## config.mk

```make
export PLATFORM = sky130hd
export DESIGN_NAME = ucs_link_ctrl
export DESIGN_NICKNAME = d
export VERILOG_FILES = /design/src/include/ucs_pkg.sv /design/src/rtl/ucs_link_ctrl.sv
export SDC_FILE = /design/constraint.sdc
export NUM_CORES = 1
export LEC_CHECK = 0
export ABC_CLOCK_PERIOD_IN_PS = 5950
export BUFFER_PORTS_ARGS = -buffer_cell sky130_fd_sc_hd__buf_2
export CAP_MARGIN = 30
export CORE_MARGIN = 1.5
export CORE_UTILIZATION = 59
export DETAILED_ROUTE_END_ITERATION = 6
export PLACE_DENSITY_LB_ADDON = 0.1
export REMOVE_ABC_BUFFERS = 1
export SLEW_MARGIN = 20
export SYNTH_ARGS = -nofsm -noshare
export SYNTH_HDL_FRONTEND = slang
export SYNTH_SLANG_ARGS = --single-unit
export TNS_END_PERCENT = 10
```

## constraint.sdc

```tcl
create_clock -name sys_clk -period 5.95 [get_ports sys_clk]
set_input_delay 1.785 -clock sys_clk [delete_from_list [all_inputs] [get_ports sys_clk]]
set_output_delay 1.785 -clock sys_clk [all_outputs]
set_load 0.02 [all_outputs]
```

## src/include/ucs_pkg.sv

```systemverilog
package ucs_pkg;
	// Register byte offsets
	localparam logic [7:0] OFF_CTRL = 8'h00;
	localparam logic [7:0] OFF_CMD = 8'h04;
	localparam logic [7:0] OFF_STATUS = 8'h08;
	localparam logic [7:0] OFF_RXCMD = 8'h0C;
	localparam logic [7:0] OFF_MODE = 8'h10;
	// CTRL fields
	localparam int CTRL_GO = 0;
	localparam int CTRL_OP_LSB = 1;
	// CMD fields
	localparam int CMD_ADDR_LSB = 0;
	localparam int CMD_WDATA_LSB = 8;
	localparam int CMD_PID_LSB = 16;
	// STATUS fields
	localparam int ST_BUSY = 0;
	localparam int ST_DONE = 1;
	localparam int ST_ABORT = 2;
	localparam int ST_RXNEW = 3;
	localparam int ST_ALT = 4;
	localparam int ST_RDATA_LSB = 8;
	// MODE fields
	localparam int MODE_HOST = 0;
	localparam int MODE_XCVR_LSB = 1;
	localparam int MODE_TERM = 3;
	localparam int MODE_OPM_LSB = 4;
	// Reset values
	localparam logic [31:0] CMD_RST = 32'h0000_0000;
	localparam logic [5:0] MODE_RST = 6'h00;
	// Operations
	localparam logic [2:0] OP_WR_IMM = 3'h0;
	localparam logic [2:0] OP_WR_EXT = 3'h1;
	localparam logic [2:0] OP_RD_IMM = 3'h2;
	localparam logic [2:0] OP_RD_EXT = 3'h3;
	localparam logic [2:0] OP_TX_PID = 3'h4;
	localparam logic [2:0] OP_TX_NOPID = 3'h5;
	// Command byte
	localparam logic [7:0] NOOP = 8'h00;
	localparam logic [1:0] TYPE_SPECIAL = 2'h0;
	localparam logic [1:0] TYPE_TX = 2'h1;
	localparam logic [1:0] TYPE_WR = 2'h2;
	localparam logic [1:0] TYPE_RD = 2'h3;
	localparam logic [5:0] EXT_ADDR = 6'h3F;
	// Status byte fields
	localparam int RX_LS_LSB = 0;
	localparam int RX_VB_LSB = 2;
	localparam int RX_EV_LSB = 4;
	localparam int RX_ID = 6;
	localparam int RX_ALT = 7;
	// Decoded line meaning
	localparam logic [3:0] LM_SE0 = 4'h0;
	localparam logic [3:0] LM_J = 4'h1;
	localparam logic [3:0] LM_K = 4'h2;
	localparam logic [3:0] LM_SE1 = 4'h3;
	localparam logic [3:0] LM_SQUELCH = 4'h4;
	localparam logic [3:0] LM_NOSQ = 4'h5;
	localparam logic [3:0] LM_CHIRP_HI = 4'h6;
	localparam logic [3:0] LM_CHIRP_LO = 4'h7;
	localparam logic [3:0] LM_INVALID = 4'h8;
	localparam logic [1:0] XCVR_HS = 2'h0;
	localparam logic [1:0] XCVR_LS = 2'h2;
	localparam logic [1:0] OPM_CHIRP = 2'h2;
	typedef enum logic [2:0] {ST_IDLE, ST_CMD, ST_ADDR, ST_DATA, ST_STOP, ST_TURN,
		ST_RDATA} ucs_state_e;
endpackage : ucs_pkg

```

## src/rtl/ucs_link_ctrl.sv

```systemverilog
// Our own choices: the APB register port and the register offsets.
`timescale 1ns/1ps
module ucs_link_ctrl #(
	parameter int APB_AW = 8
) (
	input wire logic sys_clk,
	input wire logic rst_n,
	input wire logic psel,
	input wire logic penable,
	input wire logic pwrite,
	input wire logic [APB_AW-1:0] paddr,
	input wire logic [31:0] pwdata,
	output logic [31:0] prdata,
	output logic pready,
	output logic pslverr,
	input wire logic ulpi_dir,
	input wire logic ulpi_nxt,
	input wire logic [7:0] ulpi_data_in,
	output logic [7:0] ulpi_data_out,
	output logic ulpi_data_oe_n,
	output logic ulpi_stp
);
	function automatic logic [3:0] ucs_line_decode(input logic host, input logic [1:0] xcvr,
		input logic term, input logic [1:0] opm, input logic [1:0] ls);
		logic chirp;
		chirp = host ? (!term && opm == ucs_pkg::OPM_CHIRP) : term;
		if (xcvr == ucs_pkg::XCVR_HS) begin
			if (ls == 2'h0)
				return ucs_pkg::LM_SQUELCH;
			if (ls == 2'h3 || (ls == 2'h2 && !chirp))
				return ucs_pkg::LM_INVALID;
			if (!chirp)
				return ucs_pkg::LM_NOSQ;
			return (ls == 2'h1) ? ucs_pkg::LM_CHIRP_HI : ucs_pkg::LM_CHIRP_LO;
		end
		if (host && xcvr == ucs_pkg::XCVR_LS && ls == 2'h1)
			return ucs_pkg::LM_K;
		if (host && xcvr == ucs_pkg::XCVR_LS && ls == 2'h2)
			return ucs_pkg::LM_J;
		return {2'h0, ls};
	endfunction : ucs_line_decode

	function automatic logic ucs_legal_cmd(input logic [7:0] b);
		return b[7:6] != ucs_pkg::TYPE_SPECIAL && (b[7:6] != ucs_pkg::TYPE_TX || b[5:4] == 2'h0);
	endfunction : ucs_legal_cmd

	ucs_pkg::ucs_state_e state_reg, state_next;
	logic [1:0] dir_sync_reg, nxt_sync_reg;
	logic [15:0] data_sync_reg;
	logic dir_q_reg;
	// Held off until synced DIR is first seen low: the pipe resets to DIR high
	logic armed_reg;
	logic [31:0] cmd_reg;
	logic [5:0] mode_reg;
	logic [2:0] op_reg;
	logic start_reg, done_reg, abort_reg, rxnew_reg, alt_reg;
	logic [7:0] rdata_reg, rxcmd_reg;
	logic [31:0] prdata_reg;
	logic pready_reg, pslverr_reg;
	logic [7:0] data_out_reg;
	logic oe_n_reg, stp_reg;

	// Pins pass two flops; the first stage feeds only the second
	wire dir_s = dir_sync_reg[1];
	wire nxt_s = nxt_sync_reg[1];
	wire [7:0] data_s = data_sync_reg[15:8];

	wire acc = psel && penable && !pready_reg;
	wire wr = acc && pwrite;
	wire [7:0] off = 8'(paddr);
	wire hit = off == ucs_pkg::OFF_CTRL || off == ucs_pkg::OFF_CMD
		|| off == ucs_pkg::OFF_STATUS || off == ucs_pkg::OFF_RXCMD || off == ucs_pkg::OFF_MODE;
	wire wr_ctrl = wr && off == ucs_pkg::OFF_CTRL;
	wire wr_status = wr && off == ucs_pkg::OFF_STATUS;
	wire busy = state_reg != ucs_pkg::ST_IDLE;
	wire go = wr_ctrl && pwdata[ucs_pkg::CTRL_GO] && !busy && !start_reg;

	wire [7:0] reg_addr = cmd_reg[ucs_pkg::CMD_ADDR_LSB +: 8];
	wire [7:0] wdata = cmd_reg[ucs_pkg::CMD_WDATA_LSB +: 8];
	wire [3:0] pid = cmd_reg[ucs_pkg::CMD_PID_LSB +: 4];
	wire is_wr = op_reg == ucs_pkg::OP_WR_IMM || op_reg == ucs_pkg::OP_WR_EXT;
	wire is_rd = op_reg == ucs_pkg::OP_RD_IMM || op_reg == ucs_pkg::OP_RD_EXT;
	wire is_pid = op_reg == ucs_pkg::OP_TX_PID;
	// Immediate address 3F collides with the extended code, so it goes extended
	wire is_ext = op_reg == ucs_pkg::OP_WR_EXT || op_reg == ucs_pkg::OP_RD_EXT
		|| ((is_wr || is_rd) && reg_addr[5:0] == ucs_pkg::EXT_ADDR);
	wire [7:0] ext_byte = (op_reg == ucs_pkg::OP_WR_IMM || op_reg == ucs_pkg::OP_RD_IMM)
		? {2'h0, reg_addr[5:0]} : reg_addr;
	wire [1:0] cmd_type = is_wr ? ucs_pkg::TYPE_WR : (is_rd ? ucs_pkg::TYPE_RD : ucs_pkg::TYPE_TX);
	wire [5:0] cmd_low = is_ext ? ucs_pkg::EXT_ADDR
		: ((is_wr || is_rd) ? reg_addr[5:0] : (is_pid ? {2'h0, pid} : 6'h00));
	wire [7:0] cmd_byte = {cmd_type, cmd_low};

	// Status byte is any bus-owned byte outside turnaround with NXT low, other than the register read data byte in ST_RDATA
	wire rx_take = dir_s && dir_q_reg && armed_reg && !nxt_s
		&& state_reg != ucs_pkg::ST_RDATA;
	wire rd_take = state_reg == ucs_pkg::ST_RDATA && dir_s && !nxt_s;
	wire lost = dir_s && (state_reg == ucs_pkg::ST_CMD || state_reg == ucs_pkg::ST_ADDR
		|| state_reg == ucs_pkg::ST_DATA || (state_reg == ucs_pkg::ST_RDATA && nxt_s)
		|| (state_reg == ucs_pkg::ST_TURN && nxt_s));
	wire finish = state_reg == ucs_pkg::ST_STOP || rd_take;
	wire [3:0] line_mean = ucs_line_decode(mode_reg[ucs_pkg::MODE_HOST],
		mode_reg[ucs_pkg::MODE_XCVR_LSB +: 2], mode_reg[ucs_pkg::MODE_TERM],
		mode_reg[ucs_pkg::MODE_OPM_LSB +: 2], rxcmd_reg[ucs_pkg::RX_LS_LSB +: 2]);

	always_comb begin
		state_next = state_reg;
		unique case (state_reg)
			ucs_pkg::ST_IDLE: if (start_reg && !dir_s) state_next = ucs_pkg::ST_CMD;
			ucs_pkg::ST_CMD: begin
				if (dir_s)
					state_next = ucs_pkg::ST_IDLE;
				else if (nxt_s)
					state_next = is_ext ? ucs_pkg::ST_ADDR : (is_rd ? ucs_pkg::ST_TURN
						: (is_pid ? ucs_pkg::ST_STOP : ucs_pkg::ST_DATA));
			end
			ucs_pkg::ST_ADDR: begin
				if (dir_s)
					state_next = ucs_pkg::ST_IDLE;
				else if (nxt_s)
					state_next = is_rd ? ucs_pkg::ST_TURN : ucs_pkg::ST_DATA;
			end
			ucs_pkg::ST_DATA: begin
				if (dir_s)
					state_next = ucs_pkg::ST_IDLE;
				else if (nxt_s)
					state_next = ucs_pkg::ST_STOP;
			end
			ucs_pkg::ST_STOP: state_next = ucs_pkg::ST_IDLE;
			ucs_pkg::ST_TURN: begin
				if (lost)
					state_next = ucs_pkg::ST_IDLE;
				else if (dir_s)
					state_next = ucs_pkg::ST_RDATA;
			end
			ucs_pkg::ST_RDATA: if (dir_s) state_next = ucs_pkg::ST_IDLE;
			default: state_next = ucs_pkg::ST_IDLE;
		endcase
	end

	wire [7:0] drive_next = (state_next == ucs_pkg::ST_CMD) ? cmd_byte
		: (state_next == ucs_pkg::ST_ADDR) ? ext_byte
		: (state_next == ucs_pkg::ST_DATA) ? wdata : ucs_pkg::NOOP;

	wire [31:0] status_word = {16'h0, rdata_reg, 3'h0, alt_reg, rxnew_reg, abort_reg, done_reg,
		busy | start_reg};
	wire [31:0] rd_mux = (off == ucs_pkg::OFF_CTRL) ? {28'h0, op_reg, start_reg}
		: (off == ucs_pkg::OFF_CMD) ? cmd_reg
		: (off == ucs_pkg::OFF_STATUS) ? status_word
		: (off == ucs_pkg::OFF_RXCMD) ? {20'h0, line_mean, rxcmd_reg}
		: (off == ucs_pkg::OFF_MODE) ? {26'h0, mode_reg} : 32'h0;

	always_ff @(posedge sys_clk or negedge rst_n) begin
		if (!rst_n) begin
			dir_sync_reg <= 2'h3;
			nxt_sync_reg <= 2'h0;
			data_sync_reg <= 16'h0000;
			dir_q_reg <= 1'b1;
			armed_reg <= 1'b0;
		end else begin
			dir_sync_reg <= {dir_sync_reg[0], ulpi_dir};
			nxt_sync_reg <= {nxt_sync_reg[0], ulpi_nxt};
			data_sync_reg <= {data_sync_reg[7:0], ulpi_data_in};
			dir_q_reg <= dir_s;
			armed_reg <= armed_reg | !dir_s;
		end
	end

	always_ff @(posedge sys_clk or negedge rst_n) begin
		if (!rst_n) begin
			state_reg <= ucs_pkg::ST_IDLE;
			data_out_reg <= ucs_pkg::NOOP;
			oe_n_reg <= 1'b1;
			stp_reg <= 1'b0;
		end else begin
			state_reg <= state_next;
			data_out_reg <= drive_next;
			oe_n_reg <= dir_s;
			stp_reg <= state_next == ucs_pkg::ST_STOP;
		end
	end

	// Set wins over a software clear in the same cycle
	always_ff @(posedge sys_clk or negedge rst_n) begin
		if (!rst_n) begin
			cmd_reg <= ucs_pkg::CMD_RST;
			mode_reg <= ucs_pkg::MODE_RST;
			op_reg <= ucs_pkg::OP_WR_IMM;
			start_reg <= 1'b0;
			done_reg <= 1'b0;
			abort_reg <= 1'b0;
			rxnew_reg <= 1'b0;
			alt_reg <= 1'b0;
			rdata_reg <= 8'h00;
			rxcmd_reg <= 8'h00;
		end else begin
			if (wr && off == ucs_pkg::OFF_CMD && !busy && !start_reg)
				cmd_reg <= pwdata;
			if (wr && off == ucs_pkg::OFF_MODE)
				mode_reg <= pwdata[5:0];
			if (go)
				op_reg <= pwdata[ucs_pkg::CTRL_OP_LSB +: 3];
			start_reg <= go | (start_reg && state_next == ucs_pkg::ST_IDLE);
			done_reg <= finish | (done_reg && !(wr_status && pwdata[ucs_pkg::ST_DONE]));
			abort_reg <= lost | (abort_reg && !(wr_status && pwdata[ucs_pkg::ST_ABORT]));
			rxnew_reg <= rx_take | (rxnew_reg && !(wr_status && pwdata[ucs_pkg::ST_RXNEW]));
			alt_reg <= (rx_take && data_s[ucs_pkg::RX_ALT])
				| (alt_reg && !(wr_status && pwdata[ucs_pkg::ST_ALT]));
			if (rd_take)
				rdata_reg <= data_s;
			if (rx_take)
				rxcmd_reg <= data_s;
		end
	end

	always_ff @(posedge sys_clk or negedge rst_n) begin
		if (!rst_n) begin
			prdata_reg <= 32'h0;
			pready_reg <= 1'b0;
			pslverr_reg <= 1'b0;
		end else begin
			pready_reg <= acc;
			pslverr_reg <= acc && !hit;
			prdata_reg <= (acc && !pwrite) ? rd_mux : 32'h0;
		end
	end

	assign prdata = prdata_reg;
	assign pready = pready_reg;
	assign pslverr = pslverr_reg;
	assign ulpi_data_out = data_out_reg;
	assign ulpi_data_oe_n = oe_n_reg;
	assign ulpi_stp = stp_reg;
endmodule : ucs_link_ctrl

```

**After elaboration in Yosys (flattened, before gate mapping)**

Cells that the tools add are included.

- Register bits: 130
- Input port bits: 55
- Output and inout port bits: 44
- Word-level logic and storage cells: 189

- Eq/ne operators: 25
- Multiplexer cells: 60
- Bitwise operators: 7
- Reduce and logical (&&, ||, !) cells: 76

Operators by type and width:

| cell | count |
|---|---|
| $mux W32 | 3 |
| $mux W4 | 14 |
| $mux W3 | 14 |
| $logic_and A1 B1 Y1 | 40 |
| $mux W8 | 4 |
| $eq A3 B2 Y1 const B | 6 |
| $mux W6 | 3 |
| $pmux W3 S6 | 1 |
| $mux W1 | 17 |
| $eq A8 B4 Y1 const B | 2 |
| $logic_or A1 B1 Y1 | 16 |
| $mux W16 | 1 |
| $eq A3 B3 Y1 const B | 5 |
| $logic_not A1 Y1 | 13 |
| $mux W12 | 1 |
| $eq A3 B1 Y1 const B | 3 |
| $logic_not A3 Y1 | 3 |
| $eq A2 B2 Y1 const B | 4 |
| $eq A8 B3 Y1 const B | 1 |
| $eq A8 B5 Y1 const B | 1 |
| $logic_not A8 Y1 | 1 |
| $or A1 B1 Y1 | 7 |
| $eq A6 B6 Y1 const B | 1 |
| $logic_not A2 Y1 | 2 |
| 4 further kinds | 5 |

**Depth between registers and ports, before layout**

Gate-level depths: netlist of run 1.

- Word-level depth: 26
- Mapped depth: 9
- Gate-level depth less buffers: 7

**Worst setup path before layout of run 1**

No wires, ideal clock.

- Path kind: input to register
- Start: input paddr[7]
- End: register cmd_reg[10]
- Setup time: 0.125 ns
- Arrival: 3.601 ns
- Required time: 5.825 ns
- Slack: 2.225 ns
- Cell stages on the path: 7
- Buffers on the path: 2
- Cell sequence: or4_4 nor4b_4 nand2b_4 nor2b_2 buf_4 buf_6 mux2_2

- Word-level cells in the longest chain between the ends: 4

RTL lines:

| what | line | text |
|---|---|---|
| from (decl) | ucs_link_ctrl.sv:11 | `input wire logic [APB_AW-1:0] paddr,` |
| $eq A8 B3 Y1 | ucs_link_ctrl.sv:197 | `if (wr && off == ucs_pkg::OFF_CMD && !busy && !start_reg)` |
| $logic_and A1 B1 Y1 (3 in a row) | ucs_link_ctrl.sv:197 |  |
| to (signal assigned) | ucs_link_ctrl.sv:186 | `cmd_reg <= ucs_pkg::CMD_RST;` |
| to (signal assigned) | ucs_link_ctrl.sv:198 | `cmd_reg <= pwdata;` |
| to (decl) | ucs_link_ctrl.sv:53 | `logic [31:0] cmd_reg;` |

Every way passes these cells.
A chain may end at the register's enable or synchronous reset.

**Worst setup path after layout of run 1**

- Start: input paddr[7]
- End: register cmd_reg[19]

The elaborated chain is that of the path after synthesis.

==> metrics.md, run 1 <==
| Metric | Value |
|---|---|
| Netlist cell types | 57 |
| CP arrival | 4050 ps |
| Root Driver | clkbuf_8 |
| Worst setup SP type | input port |
| Register area | between 3000 and 4000 um2 |
| PostCTS Resize Cnt | 0 |
| Final TNS setup | 0 ps |
| Yosys warns | 0 |
| Hold_sp | data_sync_reg[2] |
| Final Cycle Share | about 60% |
| Worst-path clk slew | ~60 ps |
| Worst VDD drop | 0.218 mV |
| Post-synthesis cell area | approximately 5300 um2 |
| Via count | between 3000 and 4000 |
| Gr usage total | about a quarter |
| R2r setup slk | between 3000 and 4000 ps |
| Pwr dens | 313 nW/um2 |
| Per-cell routed wire length | ~18 um |
| Initial antenna violation count | 0 |
| Std-Cell Rows | 34 |
| Post-CTS setup buffer count | 0 |
| Die Area | 9590 um2 |
| Cts hold-fix bufs | 0 |
| WHS Path Cells | 0 |
| Count of final setup violators | 0 |
| CTS Buf Count | 17 |
| Vias in the first global route | around 4000 |
| Synth Instances | 416 |
| Initial core utilization | about three fifths |
| Max-cap viol count | 0 |
| RePlAce Congestion | between 0.8 and 0.9 |
| R2R depth | 6 |
| Detailed Route WL | 11700 um |
| Pin count of the biggest net entering global routing | 52 |
| Unrepaired setup endpoints after global routing | false |
| EDFF count, synth | 0 |
| Dominant synthesized flop cell | dfrtp_1 |
| Ant diodes | 0 |
| Dpl ws | 1780 ps |
| Slew @ Worst Pin | about 890 ps |
| Fin. Hold Viols | 0 |
| Die width | 97.9 um |
| Grt total ovfl | 0 |
| Top-area cell type share of the netlist area | 59.8% |
| Worst min-delay path class | register to register |
| Sequential share of the synthesized area | 61.3% |
| Clk_skew | between 7 and 8 ps |
| Hold Path Sink | data_sync_reg[10] |
| Port Buffers | 98 |
| Syn avg cell area | between 10 and 15 um2 |
| Global-route wire length before repair | 19400 um |
| Worst endpoint required time | between 6000 and 7000 ps |
| Clk sink count | 130 |
| Number of routed nets with antenna violations | 0 |
| CTS Buffer Depth | 2 |
| FF+latch count, synth | 130 |
| H-Tree Depth | 4 |
| Worst slew margin | 40.1% |
| Fmax | around 0.27 GHz |
| Post-route design area | between 6000 and 7000 um2 |
| Footprint of the multi-input gates | just under 2000 um2 |
| DPL Wire Length | slightly above 8000 um |
| Endpoint class of the critical path | register |
| Tmin final | ~3700 ps |
| Setup CP Type | input port to register |
| Max Slew Vio Count | 0 |
| DRT Pass-1 Iters | 4 |
| Initial DRC count | ~280 |
| Filler Cell Count | a little under 600 |
| Vias per cell | 5.95 |
| Final layout net count | roughly 570 |
| Critical R2R Capture | ulpi_data_out[3] |
| Reg-to-Reg Start | op_reg[2] |
| Placed Area | 5870 um2 |
| Die Span Y | between 90 and 100 um |
| Most common cell after layout, fill and taps aside | dfrtp_1 |
| Final WS setup | ~2300 ps |
| Post-synth top area cell | dfrtp_1 |
| Synth area leaders | dfrtp_1, mux2_2, o21ai_0, and2_1, nand2_1 |
| Share of layout cells above drive strength 1 | about two fifths |
| Status | complete, no violations |
| CORE AREA | around 8700 um2 |
| Crit Path Max Fanout | 32 |
| # IOs | 99 |
| # DRC | 0 |
| Async set-or-reset flop fraction in the synthesized netlist | 100% |
| Layout area overhead | 20.9% |
| Worst-Skew Late Latency | around 500 ps |
| Most frequent cells in the layout | dfrtp_1, buf_2, mux2_2 |
| TritonCTS clock tree | built |
| LEAKAGE | between 3 and 4 nW |
per-layer routing:
layer | up-vias | wire, um | global-route usage [%]
met1 | 1900 | 4840 | 34.5
li1 | 1719 | - | -
met4 | 0 | 261 | 11.2
met3 | 22 | 867 | 7.80
met2 | 164 | 5690 | 40.8
met5 | - | 0 | 0
stage by stage:
stage | cells | hold WS [ps] | utilization, % | total power [mW]
detailed placement | 607 | 336 | 67.3 | 1.08
global placement | 607 | 332 | 67.3 | 1.08
finish | 640 | 347 | 73.7 | 2.01
floorplan | 397 | 331 | - | 1.02
global route | 640 | 352 | 73.7 | 2.09
CTS | 639 | 350 | 73.6 | 2.03
cell usage after synthesis, types with 4 or more instances:
cell type and count:
a222oi_1 4, o31ai_1 5, nor3_1 8, nand2_1 27, dfrtp_1 127, nand2b_1 8, inv_1 8, nand3_1 4
a21oi_1 13, and2_1 18, clkbuf_1 10, a221oi_1 4, a32o_1 5, nor2b_1 4, mux2_2 56, buf_2 5
nor2_1 16, and3_1 4, o21ai_0 24, a22oi_1 7
report_power, final:
part,switching [mW],total [mW],internal [mW]
combinational,0.0732,0.128,0.0546
clock,0.408,0.944,0.536
sequential,0.0272,0.942,0.915
critical path, cell delays in order:
cell      delay [ps]
buf_2             90
or4_4            560
nor4b_4          530
nand2b_4         160
nor2b_2          130
buf_4            380
mux2_2           390
worst max-delay path by stage:
| stage | from | end | slack [ps] | cells after the start |
|---|---|---|---|---|
| floorplan | paddr[7] | cmd_reg[0] | 1630 | 5 |
| global placement | paddr[7] | cmd_reg[20] | 1840 | 7 |
| detailed placement | paddr[7] | cmd_reg[20] | 1780 | 7 |
| CTS | paddr[7] | cmd_reg[15] | 2310 | 7 |
| global route | paddr[7] | cmd_reg[6] | 2190 | 7 |
| finish | paddr[7] | cmd_reg[19] | 2300 | 7 |
logic make-up (layout without fill, tap and decap cells):
group / after synthesis / in the layout / synth area share, %
muxes: 59 / 59 / 12.4
and+or+nand+nor: 110 / 110 / 12.0
buffers and inverters: 27 / 143 / 2.52
AOI/OAI and AO/OA: 90 / 90 / 11.8
DFF: 130 / 130 / 61.3
cell type report:
type / count / share of cell area [%]
Clock buffer: 18 / 6.66
Clock inverter: 14 / 1.87
Inverter: 8 / 0.467
Multi-Input combinational cell: 259 / 30.0
Sequential cell: 130 / 50.7
Tap cell: 108 / 2.10
Timing Repair Buffer: 103 / 8.26
(Power assumes the default switching activity.)
==> run 2: changes to the inputs <==
Settings changed: ABC_CLOCK_PERIOD_IN_PS 5950 to 3200, CORE_UTILIZATION 59 to 50.
Clock period 5.95 ns to 3.2 ns, I/O delays scaled along.
==> run 2 against run 1 <==
Net effect:
- critical path depth fell by 1
- worst setup slack lost 1700 ps
- register-to-register slack worse by 2800 ps
- clock skew increased by 5.2 ps
- global-route usage fell by 2.6 points
- combinational power is 91% higher
- cell count rose by 5.8%
- first-iteration DRC count decreased by 31%
- via count hardly changed
- sequential share of layout area fell by 1.2 points
- sequential cell count unchanged
- power rose by 86%
==> metrics.md, run 2 (synthesis gave the netlist of run 1 again) <==
| Metric | Value |
|---|---|
| Final hold slack | 346 ps |
| Port Buffers | 98 |
| CORE AREA | between 10000 and 15000 um2 |
| PostCTS Resize Cnt | 0 |
| Unrepaired setup endpoints after global routing | false |
| Post-CTS setup buffer count | 0 |
| Initial core utilization | about half |
| Endpoint class of the critical path | register |
| CP max stage delay | between 500 and 600 ps |
| Die Span Y | ~110 um |
| Max Slew Vio Count | 0 |
| Vias in the first global route | slightly below 4000 |
| Slew @ Worst Pin | 881 ps |
| R2r setup slk | roughly 630 ps |
| Max-cap viol count | 0 |
| DPL Wire Length | between 8000 and 9000 um |
| Final TNS setup | 0 ps |
| Non-Filler Instances | roughly 680 |
| LEAKAGE | ~3.2 nW |
| Cts hold-fix bufs | 0 |
| Std-Cell Rows | 37 |
| Layout area overhead | 23.8% |
| DRT Pass-1 Iters | 4 |
| Initial DRC count | approximately 190 |
| Reg-to-Reg Start | state_reg[2] |
| Global-route wire length before repair | approximately 20000 um |
| Die width | between 100 and 150 um |
| Fmax | 0.389 GHz |
| Ant diodes | 0 |
| Filler Cell Count | ~840 |
| Power, Total | between 3 and 4 mW |
| Count of final setup violators | 0 |
| H-Tree Depth | 4 |
| Worst-Skew Late Latency | between 500 and 600 ps |
| CTS Buf Count | 17 |
| Grt total ovfl | 0 |
| Final layout net count | between 500 and 600 |
| Pin count of the biggest net entering global routing | 41 |
| RePlAce Congestion | 0.854 |
| R2R depth | 6 |
| Worst min-delay path class | register to register |
| Final core utilization | between 60% and 70% |
| Critical Path Source | state_reg[2] |
| Clk sink count | 130 |
| Critical R2R Capture | ulpi_data_out[6] |
| Per-cell routed wire length | approximately 18 um |
| Share of layout cells above drive strength 1 | between 30 and 40% |
| Worst-path clk slew | approximately 60 ps |
| Footprint of the multi-input gates | around 1900 um2 |
| Worst setup SP type | register |
| Root Driver | clkbuf_8 |
| # IOs | between 90 and 100 |
| Clk_skew | between 10 and 15 ps |
| CP max stage cell | dfrtp_1 |
| Status | complete, no violations |
| Initial antenna violation count | 0 |
| Vias per cell | between 5 and 6 |
| CP arrival | 3040 ps |
| Dpl cells | 646 |
| CP endpoint | ulpi_data_out[6] |
| # DRC | 0 |
| Crit Path Max Fanout | 15 |
| Worst slew margin | 41.0% |
| Via count | 3806 |
| Fin. Hold Viols | 0 |
| Final Cycle Share | around four fifths |
| Number of routed nets with antenna violations | 0 |
| Die Area | 11300 um2 |
| Register area | 3260 um2 |
| Gr usage total | a little under a quarter |
| CTS Buffer Depth | 2 |
| Crit path cell chain | or3b_2, a21oi_1, o2111ai_1, a21oi_2, a21boi_0, a32o_1 |
| Worst endpoint required time | between 3000 and 4000 ps |
| Tmin final | 2570 ps |
| Most frequent cells in the layout | dfrtp_1, buf_2, mux2_2 |
| Setup CP Type | register to register |
| TritonCTS clock tree | built |
| Worst VDD drop | 0.451 mV |
| Detailed Route WL | 12200 um |
| Pwr dens | approximately 570 nW/um2 |
| Most common cell after layout, fill and taps aside | dfrtp_1 |
[run 2: cell count changes in the layout (fill, tap and decap cells not counted), sizes merged]
cell / before / now
clkinv: 3 / 5
clkinvlp: 3 / 2
buf: 103 / 113
clkbuf: 18 / 23
bufinv: 0 / 1
inv: 16 / 8
[run 2: critical path, delay by kind of cell, from the launching register on]
kind            cells  cell delay [ps]
simple gates        1              520
compound gates      5             1440
flops               1              540
[run 2: how the worst min path moves through the flow]
stage | from | to | slack, ps | cells past startpoint
2_1_floorplan | data_sync_reg[2] | data_sync_reg[10] | 330 | 0
3_3_place_gp | data_sync_reg[0] | data_sync_reg[8] | 330 | 0
3_5_place_dp | data_sync_reg[3] | data_sync_reg[11] | 340 | 0
4_1_cts | data_sync_reg[3] | data_sync_reg[11] | 350 | 0
5_1_grt | data_sync_reg[5] | data_sync_reg[13] | 350 | 0
6_report | data_sync_reg[3] | data_sync_reg[11] | 350 | 0
[run 2: stage by stage]
| step | instance area [um2] | worst slack, ps |
|---|---|---|
| global route | 6580 | 513 |
| CTS | 6580 | 695 |
| global placement | 6040 | 217 |
| floorplan | 5210 | -292 |
| detailed placement | 6040 | 183 |
| finish | 6580 | 632 |
[run 2: layout make-up]
| class | count | area share (%) |
|---|---|---|
| timing repair buffer | 113 | 9.96 |
| tap | 136 | 2.59 |
| sequential | 130 | 49.5 |
| inverter | 8 | 0.456 |
| multi-input combinational | 259 | 29.3 |
| clock inverter | 8 | 1.24 |
| clock buffer | 23 | 6.94 |
[run 2: layer usage]
metal	global-route usage [%]	wire length, um
met3	7.73	880
met5	0	0
met2	36.1	5860
met4	9.94	241
met1	30.9	5250
[run 2: report_power, final]
part | leakage, nW | switching [mW] | total (mW) | internal, mW
registers | 1.71 | 0.0506 | 1.75 | 1.70
logic | 1.27 | 0.138 | 0.245 | 0.107
clock network | 0.258 | 0.677 | 1.74 | 1.07
==> run 3: changes to the inputs <==
Settings changed: ABC_CLOCK_PERIOD_IN_PS 3200 to 2200.
Clock period 3.2 ns to 2.2 ns, I/O delays scaled along.
==> run 3 against run 2 <==
Net effect:
- clock skew decreased by 6.2 ps
- critical path depth up 1
- count of clock-buffer cells in the layout is 2 lower
- combinational power increased by 71%
- via count grew 2.0%
- power is 54% higher
- critical endpoint is now ulpi_data_out[1]
==> metrics.md, run 3 (synthesis gave the netlist of run 1 again) <==
| Metric | Value |
|---|---|
| Status | complete, no violations |
| Final hold slack | approximately 230 ps |
| DPL Wire Length | between 8000 and 9000 um |
| Non-Filler Instances | just over 700 |
| # IOs | between 90 and 100 |
| R2R depth | 7 |
| Slew @ Worst Pin | around 680 ps |
| Max-cap viol count | 0 |
| Initial core utilization | around half |
| Final layout net count | just over 600 |
| Root Driver | clkbuf_8 |
| Most frequent cells in the layout | dfrtp_1, buf_2, mux2_2 |
| DRT Pass-1 Iters | 5 |
| Final Cycle Share | between 90% and 100% |
| R2r setup slk | about 110 ps |
| Port Buffers | just under 100 |
| CP arrival | 2500 ps |
| Worst slew margin | between 50% and 60% |
| Initial antenna violation count | 0 |
| Die Span Y | around 110 um |
| Clk sink count | 130 |
| Global-route wire length before repair | approximately 20000 um |
| RePlAce Congestion | 0.858 |
| Per-cell routed wire length | around 18 um |
| GR Util met1 | between 30% and 40% |
| Worst-Skew Late Latency | 530 ps |
| CORE AREA | 10300 um2 |
| CTS Buf Count | 17 |
| Clk_skew | between 6 and 7 ps |
| Via count | between 3000 and 4000 |
| Setup CP Type | register to register |
| Pwr dens | around 830 nW/um2 |
| Worst VDD drop | about 0.73 mV |
| Vias in the first global route | about 3900 |
| Std-Cell Rows | 37 |
| Ant diodes | 0 |
| Most common cell after layout, fill and taps aside | dfrtp_1 |
| Worst min-delay path class | input port to register |
| Layout area overhead | 30.1% |
| GRT met3 Usage | between 6 and 7% |
| Met2 Track Usage GR | 36.5% |
| Worst endpoint required time | approximately 2600 ps |
| Crit Path Max Fanout | 6 |
| Count of final setup violators | 0 |
| Tmin final | 2090 ps |
| Dpl cells | just under 700 |
| Number of routed nets with antenna violations | 0 |
| Die width | between 100 and 150 um |
| Vias per cell | between 5 and 6 |
| Pin count of the biggest net entering global routing | 66 |
| H-Tree Depth | 4 |
| Endpoint class of the critical path | register |
| WHS Path Cells | 1 |
| Fmax | about 0.48 GHz |
| Gr usage total | a little under a quarter |
| Max Slew Vio Count | 0 |
| Worst setup SP type | register |
| Fin. Hold Viols | 0 |
| Initial DRC count | 304 |
| Share of layout cells above drive strength 1 | around 44% |
| Detailed Route WL | roughly 12000 um |
| Die Area | between 10000 and 15000 um2 |
| TritonCTS clock tree | built |
| Worst-path clk slew | around 60 ps |
| Grt total ovfl | 0 |
| CTS Buffer Depth | 2 |
| LEAKAGE | between 3 and 4 nW |
| GRT busiest layer | met2 |
| # DRC | 0 |
## run 3: cell count changes in the layout (fill, tap and decap cells not counted), moves of 3 or more
cell | previous run | this run
clkbuf_1 | 4 | 1
clkinv_4 | 3 | 0
buf_12 | 4 | 7
buf_4 | 12 | 39
## run 3: worst paths after layout
path                                  start           endpoint
setup / recovery                  op_reg[1]   ulpi_data_out[1]
hold / removal              ulpi_data_in[3]   data_sync_reg[3]
setup reg to reg                  op_reg[1]   ulpi_data_out[1]
hold reg to reg            data_sync_reg[6]  data_sync_reg[14]
max in group asynchronous             rst_n    dir_sync_reg[0]
min in group asynchronous             rst_n         prdata[17]
## run 3: layer usage
layer,vias up,wire length (um)
met5,-,0
met4,0,247
met2,124,5950
li1,1793,-
met3,19,682
met1,1946,5600
## run 3: power breakdown
part	switching (mW)	internal (mW)
Combinational	0.225	0.195
Clock	0.992	1.80
Sequential	0.0621	2.48
Total	1.28	4.47
## run 3: cell type report
cell class                      count  area [um2]
Fill cell                         811        3410
Sequential cell                   130        3260
Multi-Input combinational cell    259        1940
Timing Repair Buffer              144         928
Clock buffer                       21         459
Tap cell                          136         170
Clock inverter                     10         133
Inverter                            8        30.0
## run 3: per-stage QoR
stage	area [um2]	TNS, ps	util, %	power [mW]	setup WS, ps
floorplan	5210	-36290	-	2.75	-992
global placement	6310	-22010	61.1	2.98	-380
detailed placement	6310	-25110	61.1	2.99	-423
CTS	6910	0	66.9	5.80	69.8
global route	6920	-2.37	67.0	5.95	-2.37
finish	6920	0	67.0	5.75	108
## run 3: worst max-delay path, stage by stage, from the launching register on
cell     delay, ps
dfrtp_2        460
nor2b_2        190
buf_4          150
o211a_1        190
o21ai_0        170
o211a_1        300
inv_1          150
o31ai_1        350
## run 3: what timing repair did
action,CTS,global route
hold endpoints to repair,3,0
buffers inserted,0,0
endpoints found under the setup margin,0,7
hold buffers,1,0
resized for setup,0,5
